**config.mk**
```make
export PLATFORM = sky130hd
export DESIGN_NAME = asd_exec
export DESIGN_NICKNAME = d
export VERILOG_FILES = /design/src/hw/asd_pkg.sv /design/src/hw/asd_exec.sv
export SDC_FILE = /design/constraint.sdc
export NUM_CORES = 1
export LEC_CHECK = 0
export BUFFER_PORTS_ARGS = -buffer_cell sky130_fd_sc_hd__buf_2
export CORE_MARGIN = 2
export CORE_UTILIZATION = 54
export CTS_CLUSTER_SIZE = 40
export DETAILED_ROUTE_END_ITERATION = 10
export PLACE_DENSITY_LB_ADDON = 0.15
export SLEW_MARGIN = 10
export SYNTH_ARGS = -nofsm -noshare
export SYNTH_HDL_FRONTEND = slang
export SYNTH_SLANG_ARGS = --single-unit
```
**constraint.sdc**
```tcl
create_clock -name MCLK_I -period 4.13 [get_ports MCLK_I]
set_input_delay 0.826 -clock MCLK_I [delete_from_list [all_inputs] [get_ports MCLK_I]]
set_output_delay 0.826 -clock MCLK_I [all_outputs]
set_load 0.02 [all_outputs]
```
**src/hw/asd_pkg.sv**
```systemverilog
// Shared types and constants for the arithmetic, shift and branch execute block
package asd_pkg;
   // ----------------------------------------
   // Opcodes
   // ----------------------------------------
   localparam logic [7:0] OPC_STK_ADJ  = 8'ha7;
   localparam logic [7:0] OPC_IDX_ADJ  = 8'haf;
   localparam logic [7:0] OPC_BR_CC    = 8'h24;
   localparam logic [7:0] OPC_SHL_DIR  = 8'h38;
   localparam logic [7:0] OPC_SHL_A    = 8'h48;
   localparam logic [7:0] OPC_SHL_X    = 8'h58;
   localparam logic [7:0] OPC_SHL_PTR8 = 8'h68;
   localparam logic [7:0] OPC_SHL_PTR  = 8'h78;
   localparam logic [7:0] OPC_SHL_STK8 = 8'h68;
   localparam logic [7:0] OPC_SHR_A    = 8'h47;
   localparam logic [7:0] OPC_SHR_X    = 8'h57;
   localparam logic [3:0] LO_ADC       = 4'h9;
   localparam logic [3:0] LO_ADD       = 4'hb;
   localparam logic [3:0] LO_AND       = 4'h4;
   localparam logic [3:0] HI_LIT       = 4'ha;
   localparam logic [3:0] HI_DIR       = 4'hb;
   localparam logic [3:0] HI_LONG      = 4'hc;
   localparam logic [3:0] HI_PTR16     = 4'hd;
   localparam logic [3:0] HI_PTR8      = 4'he;
   localparam logic [3:0] HI_PTR       = 4'hf;
   // ----------------------------------------
   // Bus cycle counts
   // ----------------------------------------
   localparam logic [2:0] CYC_LIT = 3'h2, CYC_DIR = 3'h3, CYC_LONG = 3'h4, CYC_PTR16 = 3'h4;
   localparam logic [2:0] CYC_PTR8 = 3'h3, CYC_PTR = 3'h3, CYC_STK16 = 3'h5, CYC_STK8 = 3'h4;
   localparam logic [2:0] CYC_ADJ = 3'h2, CYC_BRANCH = 3'h3, CYC_NOP = 3'h1;
   localparam logic [2:0] CYC_SH_DIR = 3'h5, CYC_SH_PTR8 = 3'h5, CYC_SH_PTR = 3'h4, CYC_SH_STK8 = 3'h6;
   // Phase of the execute edge: memory operands arrive one edge later
   localparam logic [2:0] PH_EXEC_REG = 3'h1;
   localparam logic [2:0] PH_EXEC_MEM = 3'h2;
   // ----------------------------------------
   // Condition flag positions and reset values
   // ----------------------------------------
   localparam int FLG_V = 7, FLG_H = 4, FLG_I = 3, FLG_N = 2, FLG_Z = 1, FLG_C = 0;
   localparam logic [7:0]  RST_ACC = 8'h00, RST_FLAGS = 8'h00;
   localparam logic [15:0] RST_HX  = 16'h0000, RST_SP = 16'h0000;
   localparam logic [7:0]  DIR_PAGE = 8'h00;

   typedef enum logic [3:0] {
      M_ACC = 4'h0, M_XLO = 4'h1, M_LIT = 4'h2, M_DIR = 4'h3, M_LONG = 4'h4, M_PTR16 = 4'h5,
      M_PTR8 = 4'h6, M_PTR = 4'h7, M_STK16 = 4'h8, M_STK8 = 4'h9, M_REL = 4'ha, M_PTR_INC = 4'hb,
      M_PTR8_INC = 4'hc
   } asd_mode_t;
   typedef enum logic [3:0] {
      A_NONE = 4'h0, A_ADC = 4'h1, A_ADD = 4'h2, A_AND = 4'h3, A_SHL = 4'h4,
      A_SHR = 4'h5, A_STK_ADJ = 4'h6, A_IDX_ADJ = 4'h7, A_BR_CC = 4'h8
   } asd_alu_t;
   typedef struct packed {
      logic        pre;
      logic [7:0]  op;
      logic [7:0]  b1;
      logic [7:0]  b2;
      logic [15:0] next_pc;
   } asd_instr_t;
   typedef struct packed {
      asd_alu_t   alu;
      asd_mode_t  mode;
      logic [2:0] cyc;
      logic       rd;
   } asd_dec_t;
endpackage

```
**src/hw/asd_exec.sv**
```systemverilog
// Decode and execute of add, carry-add, AND, shifts, stack/index adjust and carry-clear branch
`timescale 1ns/1ps
// Contract
// - Plain pointer address is index pair
// - Post-increment pointer uses pair then increments
// - Short pointer adds unsigned byte offset
// - Long pointer adds high-first 16-bit offset
// - Relative mode takes one signed offset byte
// - Stack modes add offset to stack pointer
// - Carry-add: A plus operand plus carry
// - Plain add ignores carry, same flags
// - Stack adjust adds signed byte, 2 cycles
// - Index adjust adds signed byte, 2 cycles
// - AND clears V, sets N and Z
// - Left shift opcodes and cycle counts
// - Left shift flags V N Z C
// - Right shift opcodes 47, 57, one cycle
// - Carry-clear branch, 3 cycles, no flags
// - Flag bit positions V H I N Z C
// - Branch reach from next instruction address
// - Direct mode high address byte zero
module asd_exec (
   input  wire logic              MCLK_I,
   input  wire logic              RST_I,
   input  wire logic              INSTR_VALID_I,
   input  wire asd_pkg::asd_instr_t INSTR_I,
   input  wire logic [7:0]        MEM_RDATA_I,
   output logic                   RDY_O,
   output logic                   DONE_O,
   output logic                   ILLEGAL_O,
   output logic                   MEM_RD_O,
   output logic                   MEM_WR_O,
   output logic [15:0]            MEM_ADDR_O,
   output logic [7:0]             MEM_WDATA_O,
   output logic [7:0]             A_O,
   output logic [15:0]            HX_O,
   output logic [15:0]            SP_O,
   output logic [7:0]             FLAGS_O,
   output logic                   BR_TAKEN_O,
   output logic [15:0]            BR_TARGET_O
);
   // ----------------------------------------
   // Decode
   // ----------------------------------------
   function automatic asd_pkg::asd_dec_t decode(input logic pre, input logic [7:0] op);
      asd_pkg::asd_dec_t d;
      d = '{alu: asd_pkg::A_NONE, mode: asd_pkg::M_ACC, cyc: asd_pkg::CYC_NOP, rd: 1'b0};
      if (!pre) begin
         case (op)
            asd_pkg::OPC_STK_ADJ:  d = '{asd_pkg::A_STK_ADJ, asd_pkg::M_LIT, asd_pkg::CYC_ADJ, 1'b0};
            asd_pkg::OPC_IDX_ADJ:  d = '{asd_pkg::A_IDX_ADJ, asd_pkg::M_LIT, asd_pkg::CYC_ADJ, 1'b0};
            asd_pkg::OPC_BR_CC:    d = '{asd_pkg::A_BR_CC, asd_pkg::M_REL, asd_pkg::CYC_BRANCH, 1'b0};
            asd_pkg::OPC_SHL_DIR:  d = '{asd_pkg::A_SHL, asd_pkg::M_DIR, asd_pkg::CYC_SH_DIR, 1'b1};
            asd_pkg::OPC_SHL_A:    d = '{asd_pkg::A_SHL, asd_pkg::M_ACC, asd_pkg::CYC_NOP, 1'b0};
            asd_pkg::OPC_SHL_X:    d = '{asd_pkg::A_SHL, asd_pkg::M_XLO, asd_pkg::CYC_NOP, 1'b0};
            asd_pkg::OPC_SHL_PTR8: d = '{asd_pkg::A_SHL, asd_pkg::M_PTR8, asd_pkg::CYC_SH_PTR8, 1'b1};
            asd_pkg::OPC_SHL_PTR:  d = '{asd_pkg::A_SHL, asd_pkg::M_PTR, asd_pkg::CYC_SH_PTR, 1'b1};
            asd_pkg::OPC_SHR_A:    d = '{asd_pkg::A_SHR, asd_pkg::M_ACC, asd_pkg::CYC_NOP, 1'b0};
            asd_pkg::OPC_SHR_X:    d = '{asd_pkg::A_SHR, asd_pkg::M_XLO, asd_pkg::CYC_NOP, 1'b0};
            default: begin
               case (op[7:4])
                  asd_pkg::HI_LIT:   d = '{asd_pkg::A_NONE, asd_pkg::M_LIT, asd_pkg::CYC_LIT, 1'b0};
                  asd_pkg::HI_DIR:   d = '{asd_pkg::A_NONE, asd_pkg::M_DIR, asd_pkg::CYC_DIR, 1'b1};
                  asd_pkg::HI_LONG:  d = '{asd_pkg::A_NONE, asd_pkg::M_LONG, asd_pkg::CYC_LONG, 1'b1};
                  asd_pkg::HI_PTR16: d = '{asd_pkg::A_NONE, asd_pkg::M_PTR16, asd_pkg::CYC_PTR16, 1'b1};
                  asd_pkg::HI_PTR8:  d = '{asd_pkg::A_NONE, asd_pkg::M_PTR8, asd_pkg::CYC_PTR8, 1'b1};
                  asd_pkg::HI_PTR:   d = '{asd_pkg::A_NONE, asd_pkg::M_PTR, asd_pkg::CYC_PTR, 1'b1};
                  default:           d.cyc = asd_pkg::CYC_NOP;
               endcase
            end
         endcase
      end else if (op == asd_pkg::OPC_SHL_STK8) begin
         d = '{asd_pkg::A_SHL, asd_pkg::M_STK8, asd_pkg::CYC_SH_STK8, 1'b1};
      end else if (op[7:4] == asd_pkg::HI_PTR16) begin
         d = '{asd_pkg::A_NONE, asd_pkg::M_STK16, asd_pkg::CYC_STK16, 1'b1};
      end else if (op[7:4] == asd_pkg::HI_PTR8) begin
         d = '{asd_pkg::A_NONE, asd_pkg::M_STK8, asd_pkg::CYC_STK8, 1'b1};
      end
      // Arithmetic groups share the mode column; only the low nibble picks the operation
      if (d.alu == asd_pkg::A_NONE && d.mode != asd_pkg::M_ACC) begin
         case (op[3:0])
            asd_pkg::LO_ADC: d.alu = asd_pkg::A_ADC;
            asd_pkg::LO_ADD: d.alu = asd_pkg::A_ADD;
            asd_pkg::LO_AND: d.alu = asd_pkg::A_AND;
            default:         d = '{asd_pkg::A_NONE, asd_pkg::M_ACC, asd_pkg::CYC_NOP, 1'b0};
         endcase
      end
      return d;
   endfunction

   // ----------------------------------------
   // Effective address
   // ----------------------------------------
   function automatic logic [15:0] eff_addr(input asd_pkg::asd_mode_t m, input asd_pkg::asd_instr_t i,
                                            input logic [15:0] hx, input logic [15:0] sp);
      case (m)
         asd_pkg::M_DIR:  eff_addr = {asd_pkg::DIR_PAGE, i.b1};
         asd_pkg::M_LONG:     eff_addr = {i.b1, i.b2};
         asd_pkg::M_PTR16:    eff_addr = hx + {i.b1, i.b2};
         asd_pkg::M_PTR8,
         asd_pkg::M_PTR8_INC: eff_addr = hx + {8'h00, i.b1};
         asd_pkg::M_PTR,
         asd_pkg::M_PTR_INC:  eff_addr = hx;
         asd_pkg::M_STK16:    eff_addr = sp + {i.b1, i.b2};
         asd_pkg::M_STK8:     eff_addr = sp + {8'h00, i.b1};
         default:         eff_addr = 16'h0000;
      endcase
   endfunction

   // ----------------------------------------
   // Sequencing and execution
   // ----------------------------------------
   logic                busy, next_busy;
   logic [2:0]          ph, next_ph;
   asd_pkg::asd_instr_t ir, next_ir;
   asd_pkg::asd_dec_t   dec, next_dec;
   logic                next_rdy, next_done, next_ill, next_rd, next_wr, next_taken;
   logic [15:0]         next_addr, next_tgt, next_hx, next_sp;
   logic [7:0]          next_wdata, next_acc, next_flags;
   logic                accept;
   logic                exec_now;

   assign accept   = INSTR_VALID_I & RDY_O;
   assign exec_now = busy & (ph == (dec.rd ? asd_pkg::PH_EXEC_MEM : asd_pkg::PH_EXEC_REG));

   always_comb begin
      logic [7:0]  opnd;
      logic [7:0]  r;
      logic [8:0]  sum;
      logic        co;
      logic [15:0] sx;
      opnd = 8'h00;
      r    = 8'h00;
      sum  = 9'h000;
      co   = 1'b0;
      sx   = {{8{ir.b1[7]}}, ir.b1};
      next_busy = busy;  next_ph = ph;  next_ir = ir;  next_dec = dec;
      next_rdy = RDY_O;  next_done = 1'b0;  next_ill = ILLEGAL_O;
      next_rd = 1'b0;  next_wr = 1'b0;  next_addr = MEM_ADDR_O;  next_wdata = MEM_WDATA_O;
      next_acc = A_O;  next_hx = HX_O;  next_sp = SP_O;  next_flags = FLAGS_O;
      next_taken = BR_TAKEN_O;  next_tgt = BR_TARGET_O;
      if (accept) begin
         next_ir    = INSTR_I;
         next_dec   = decode(INSTR_I.pre, INSTR_I.op);
         next_busy  = 1'b1;
         next_ph    = 3'h1;
         next_rdy   = 1'b0;
         next_ill   = 1'b0;
         next_taken = 1'b0;
         next_rd    = next_dec.rd;
         next_addr  = eff_addr(next_dec.mode, INSTR_I, HX_O, SP_O);
      end else if (busy) begin
         next_ph = ph + 3'h1;
         if (exec_now) begin
            case (dec.mode)
               asd_pkg::M_ACC:   opnd = A_O;
               asd_pkg::M_XLO:   opnd = HX_O[7:0];
               default:          opnd = dec.rd ? MEM_RDATA_I : ir.b1;
            endcase
            // Carry in only for the carry-add form
            sum = {1'b0, A_O} + {1'b0, opnd} + {8'h00, (dec.alu == asd_pkg::A_ADC) & FLAGS_O[asd_pkg::FLG_C]};
            case (dec.alu)
               asd_pkg::A_ADC, asd_pkg::A_ADD: begin
                  r = sum[7:0];
                  next_acc = r;
                  next_flags[asd_pkg::FLG_V] = (A_O[7] & opnd[7] & ~r[7]) | (~A_O[7] & ~opnd[7] & r[7]);
                  next_flags[asd_pkg::FLG_H] = (A_O[3] & opnd[3]) | (opnd[3] & ~r[3]) | (~r[3] & A_O[3]);
                  next_flags[asd_pkg::FLG_N] = r[7];
                  next_flags[asd_pkg::FLG_Z] = (r == 8'h00);
                  next_flags[asd_pkg::FLG_C] = sum[8];
               end
               asd_pkg::A_AND: begin
                  r = A_O & opnd;
                  next_acc = r;
                  next_flags[asd_pkg::FLG_V] = 1'b0;
                  next_flags[asd_pkg::FLG_N] = r[7];
                  next_flags[asd_pkg::FLG_Z] = (r == 8'h00);
               end
               asd_pkg::A_SHL, asd_pkg::A_SHR: begin
                  if (dec.alu == asd_pkg::A_SHL) begin
                     r  = {opnd[6:0], 1'b0};
                     co = opnd[7];
                  end else begin
                     r  = {opnd[7], opnd[7:1]};
                     co = opnd[0];
                  end
                  // Half-carry is left alone by both shifts
                  next_flags[asd_pkg::FLG_V] = r[7] ^ co;
                  next_flags[asd_pkg::FLG_N] = r[7];
                  next_flags[asd_pkg::FLG_Z] = (r == 8'h00);
                  next_flags[asd_pkg::FLG_C] = co;
                  if (dec.mode == asd_pkg::M_ACC) begin
                     next_acc = r;
                  end else if (dec.mode == asd_pkg::M_XLO) begin
                     next_hx = {HX_O[15:8], r};
                  end else begin
                     next_wr    = 1'b1;
                     next_wdata = r;
                  end
               end
               asd_pkg::A_STK_ADJ: next_sp = SP_O + sx;
               asd_pkg::A_IDX_ADJ: next_hx = HX_O + sx;
               asd_pkg::A_BR_CC: begin
                  next_taken = ~FLAGS_O[asd_pkg::FLG_C];
                  next_tgt   = ir.next_pc + sx;
               end
               default: next_ill = 1'b1;
            endcase
            // Post-increment forms belong to compare-branch and copy; none decode here
            if (dec.mode == asd_pkg::M_PTR_INC || dec.mode == asd_pkg::M_PTR8_INC) begin
               next_hx = HX_O + 16'h0001;
            end
         end
         if (ph == dec.cyc) begin
            next_done = 1'b1;
            next_busy = 1'b0;
            next_rdy  = 1'b1;
         end
      end
   end

   always_ff @(posedge MCLK_I or posedge RST_I) begin
      if (RST_I) begin
         busy <= 1'b0;  ph <= 3'h0;  ir <= '0;
         dec <= '{asd_pkg::A_NONE, asd_pkg::M_ACC, asd_pkg::CYC_NOP, 1'b0};
         RDY_O <= 1'b1;  DONE_O <= 1'b0;  ILLEGAL_O <= 1'b0;
         MEM_RD_O <= 1'b0;  MEM_WR_O <= 1'b0;  MEM_ADDR_O <= 16'h0000;  MEM_WDATA_O <= 8'h00;
         A_O <= asd_pkg::RST_ACC;  HX_O <= asd_pkg::RST_HX;  SP_O <= asd_pkg::RST_SP;
         FLAGS_O <= asd_pkg::RST_FLAGS;  BR_TAKEN_O <= 1'b0;  BR_TARGET_O <= 16'h0000;
      end else begin
         busy <= next_busy;  ph <= next_ph;  ir <= next_ir;  dec <= next_dec;
         RDY_O <= next_rdy;  DONE_O <= next_done;  ILLEGAL_O <= next_ill;
         MEM_RD_O <= next_rd;  MEM_WR_O <= next_wr;  MEM_ADDR_O <= next_addr;  MEM_WDATA_O <= next_wdata;
         A_O <= next_acc;  HX_O <= next_hx;  SP_O <= next_sp;
         FLAGS_O <= next_flags;  BR_TAKEN_O <= next_taken;  BR_TARGET_O <= next_tgt;
      end
   end
endmodule

```
### Word-level counts from Yosys, hierarchy flattened

Cells that the tools add are included.

* add/sub/neg operators: 11
* $mul: 0
* div/mod/pow operators: 0
* order comparisons: 0
* eq/ne operators: 46
* shifts and indexed selects: 0
* muxes and demuxes: 65
* bitwise gates (word level): 23
* reduce and logical (&&, ||, !) cells: 37

Operator list (count)
* $mux 8: 15
* $pmux 12 s10: 1
* $pmux 16 s7: 1
* $add 16x16->16: 5
* $eq 4x4->1 const B: 15
* $eq 8x7->1 const B: 6
* $mux 12: 4
* $eq 4x3->1 const B: 9
* $add 16x8->16: 2
* $pmux 16 s2: 1
* $mux 1: 30
* $logic_not 8->1: 3
* $pmux 8 s3: 1
* $reduce_and 4->1: 5
* $pmux 3 s6: 1
* $add 16x1->16 const B: 1
* $eq 8x6->1 const B: 2
* $eq 8x8->1 const B: 2
* $mux 16: 1
* $pmux 8 s2: 1
* $eq 4x2->1 const B: 3
* $pmux 2 s3: 2
* $reduce_and 6->1: 2
* $reduce_bool 2->1: 6
* 32 further kinds: 63

* flip-flop bits (word level): 131
* latch bits: 0
* memory bits (writable): 0
* bits in read-only memories: 0
* output and inout port bits: 94
* logic and storage cells: 206
* memories: 0

### Depth between registers and ports, before layout

* depth after elaboration: 15
* mapped depth: 22
* gate-level depth less buffers: 18

### Worst setup path after synthesis

Ideal clock, no wire load.

* path type: input to register
* start point: in INSTR_I[33] (netlist name)
* end point: reg MEM_ADDR_O[11]
* setup time: 0.121 ns
* arrival: 4.929 ns
* path slack: -0.920 ns
* stages: 20
* cell sequence: buf_2 > or4b_4 > buf_6 > o31ai_4 > o41ai_2 > a211oi_2 > buf_6 > buf_6 > buf_2 > mux2_2 > ha_1 > o21ai_0 > o21ai_0 > a41o_1 > and2_1 > xnor2_1 > mux2i_1 > a222oi_1 > o21ai_1 > a22o_1

* cells in the longest elaborated chain, start to end: 11
* elaborated cells on any way between the ends: 36
* classes of those cells: eq/ne (22); mux (8); reduce/logical (6)

Ends and longest elaborated chain
* start: declaration: line asd_exec.sv:26 `input wire asd_pkg::asd_instr_t INSTR_I,`
* $eq 8x7->1, or another cell as far along: line asd_exec.sv:49 `case (op)`
* $pmux 12 s10 / $mux 11 (equally long branches): line asd_exec.sv:49, asd_exec.sv:72
* $mux 12: line asd_exec.sv:48 `if (!pre) begin`
* $mux 12: line asd_exec.sv:142 `if (accept) begin`
* $logic_not 4->1 / $reduce_bool 4->1 (equally long branches): line asd_exec.sv:80 `if (d.alu == asd_pkg::A_NONE && d.mode != asd_pkg::M_ACC) begin`
* $logic_and 1x1->1: line asd_exec.sv:80
* $mux 12 *: line asd_exec.sv:80
* $mux 12 *: line asd_exec.sv:142
* $eq 4x3->1 / $eq 4x4->1 (equally long branches): line asd_exec.sv:96 `case (m)`
* $reduce_or 2->1: line asd_exec.sv:96
* $pmux 16 s7 *: line asd_exec.sv:96
* end signal: assignment: line asd_exec.sv:233 `MEM_RD_O <= next_rd; MEM_WR_O <= next_wr; MEM_ADDR_O <= next_addr; MEM_WDATA_O <= next_wdata;`
* end: declaration: line asd_exec.sv:33 `output logic [15:0] MEM_ADDR_O,`

Every way passes the cells marked *; elsewhere a longest branch is shown, timed or not. The select of a mux whose other input is x is not followed.
A chain may end at the register's enable or synchronous reset.

### Worst setup path after layout

* start point: in INSTR_I[32] (netlist name)
* end point: reg MEM_ADDR_O[11]

Same word-level chain as after synthesis.

==> results.md <==
- First drt pass iteration count: 5
- Number of DRC markers in iteration 0: 821
- Core Region: 0.0196 mm²
- Number of flops mapped to enable cells by yosys: 0
- Worst slew pin tran: 0.764 ns
- Syn Inst Count: 1322
- TritonCTS buffer count: 17
- Min-delay worst type: input port to asynchronous set/reset pin
- Unrepaired setup endpoints after global routing: true
- Grt ovf: 0
- Via count: 10800
- Initial antenna violation count: 1
- Leakage: 6.39 nW
- Slew HR: 48.7%
- Pre-CTS setup slack: -0.692 ns
- Die height: 146 µm
- Placer Congestion: 0.944
- Number of I/O pins: 146
- Yosys warning count: 0
- H-Tree Level Count: 4
- Fin Setup TNS: -0.525 ns
- Fin worst setup slack: -0.166 ns
- Library cells used by synthesis: 80
- Vias in the first global route: 9935
- Worst Path Required: 4.45 ns
- TritonCTS clock tree: yes
- Post-detail-place hpwl: 24.2 mm
- Standard-cell rows: 51
- First-pass GRT wire length: 51.7 mm
- Clock sink count: 131
- FFs w/ async S/R, synth: 100%
- Layout Nets: 1680
- R2R setup slack: 0.56 ns
- Cell Count, Final, Fillers Out: 1817
- Average size of a mapped cell: 8.20 µm²
- Commonest non-fill, non-tap cell in the layout: nand2_1
- Worst flop-to-flop path startpoint: dec[0]
- WP data arrival: 4.62 ns
- Starting Density: 55.3%
- Dominant synthesized flop cell: dfrtp_1
- Fin crit period: 4.30 ns
- Largest net degree at the start of global routing: 88
- # DRC: 0
- Hold Fails Final Rpt: 0
- Share of cells above drive strength 1: 24.9%
- Crit path kind: input port to flop
- Clock transition at path regs: 0.06 ns
- Synthesized flop and latch total: 131
- CP Launch Type: input port
- IO buf count: 142
- Final setup fails: 8
- Antenna diodes: 0
- Synthesized area: 0.0108 mm²
- Reg2reg end: FLAGS_O[1]
- P&R area growth vs syn: 25.1%
- Most frequent cells in the layout: 196 x nand2_1, 140 x buf_2, 129 x dfrtp_1
- FF-to-FF path depth: 13
- Pwr dens: 659 mW/mm²
- Via density: 5.96
- Routed Wire Length: 32.8 mm
- Post-synthesis sequential area ratio: 30.3%
- Root Buffer: clkbuf_16
- Gr usage total: 30.1%
- Worst hold slack: 0.305 ns
- Failing checks: negative setup slack
- Max Fclk: 233 MHz
- Fin. max-slew vios: 0
- WL/cell: 18.0 µm
- Later-pin clock latency in the skew report: 0.43 ns
- Max-cap violations: 0
- Die area: 0.0212 mm²
- Setup Skew: 0.00956 ns
- Dpl cells: 1779
- Max Fanout on Critical Path: 5
- Clock Tree Buf Depth: 2
- CTS Hold Bufs: 0
- Die Wd: 146 µm
- Tcrit/Tclk final: 104%
- Crit. End Element: flop
- Status: complete, but fails checks
- Post-DRT Antenna Nets: 0
- Worst vdd ir: 370 µV
-- logic make-up after synthesis --
kind of cell	Yosys count	synth area share (%)
compound gates	385	22.6
xor+xnor	72	5.82
fa+ha+maj	89	10.8
buf+inv	109	4.24
flops	131	30.3
mux	56	5.46
other cells	1	0.0346
simple gates	479	20.7
-- per-stage QoR --
step / util [%] / total power (W) / area, µm²
global placement: 64.8 / 0.00706 / 12700
CTS: 68.1 / 0.00881 / 13300
floorplan: - / 0.00573 / 11100
global route: 69.2 / 0.00961 / 13600
detailed placement: 64.8 / 0.00717 / 12700
finish: 69.2 / 0.00894 / 13600
-- power breakdown --
group / leakage [nW] / switching [W] / internal, W
clock: 0.286 / 0.000632 / 0.000954
combinational: 4.38 / 0.00302 / 0.00227
sequential: 1.73 / 0.000444 / 0.00162
-- synthesized netlist by cell type, types with 16 or more instances --
cell type / n / area (µm²)
a211oi_1: 20 / 150
a21o_1: 16 / 120
a21oi_1: 101 / 505
clkbuf_1: 45 / 169
dfrtp_1: 129 / 3230
ha_1: 81 / 1010
inv_1: 43 / 161
mux2_2: 25 / 282
mux2i_1: 31 / 310
nand2_1: 197 / 739
nand2b_1: 19 / 119
nand3_1: 28 / 140
nor2_1: 100 / 375
nor2b_1: 20 / 125
nor3_1: 34 / 170
o21ai_0: 114 / 571
or3_1: 19 / 119
xnor2_1: 37 / 324
xor2_1: 35 / 307
-- registers in the layout (all words and copies together) (netlist names), 3 cells and up --
signal and count:
A_O 8, BR_TARGET_O 16, FLAGS_O 5, HX_O 16
MEM_ADDR_O 16, MEM_WDATA_O 8, SP_O 16, dec 12
ir 24, ph 3
-- metal layers --
metal,GRT usage (%),routed length (µm),vias up
li1,-,-,5228
met1,42.5,14700,5091
met2,47.8,15000,455
met3,4.80,2370,54
met4,9.07,619,2
met5,0,10,-
-- final cells by class --
type,instances,area [µm²]
clock buffers,17,425
clock inverters,15,183
fillers,1622,6030
inverters,43,165
multi-input cells,1084,7500
flip-flops and latches,131,3280
well taps,265,332
repair buffers,262,1670
-- what timing repair did --
item | in CTS | in global routing
setup buffers | 1 | 5
pin swaps | 3 | 7
resized for setup | 9 | 38
endpoints found under the setup margin | 9 | 11
-- worst max-delay path, stage by stage --
cell      delay (ns)
buf_8           0.10
or4b_4          0.59
o31ai_4         0.25
o41ai_4         0.15
buf_4           0.17
a211oi_4        0.27
buf_4           0.18
mux2_4          0.31
ha_4            0.18
a211oi_4        0.29
o21ai_2         0.09
a41o_1          0.22
and2_4          0.18
xnor2_2         0.13
mux2i_1         0.10
a222oi_1        0.29
o21ai_1         0.10
a22o_1          0.19
-- how the worst max path moves through the flow --
stage | startpoint | endpoint | slack [ns] | cells after the start
3_3_place_gp | INSTR_I[32] | MEM_ADDR_O[5] | -0.64 | 18
4_1_cts | INSTR_I[32] | MEM_ADDR_O[11] | -0.08 | 19
6_report | INSTR_I[32] | MEM_ADDR_O[11] | -0.17 | 18
2_1_floorplan | INSTR_I[32] | MEM_ADDR_O[11] | -0.57 | 20
3_5_place_dp | INSTR_I[32] | MEM_ADDR_O[5] | -0.69 | 18
5_1_grt | INSTR_I[32] | MEM_ADDR_O[11] | -0.30 | 18
(Power assumes the default switching activity.)
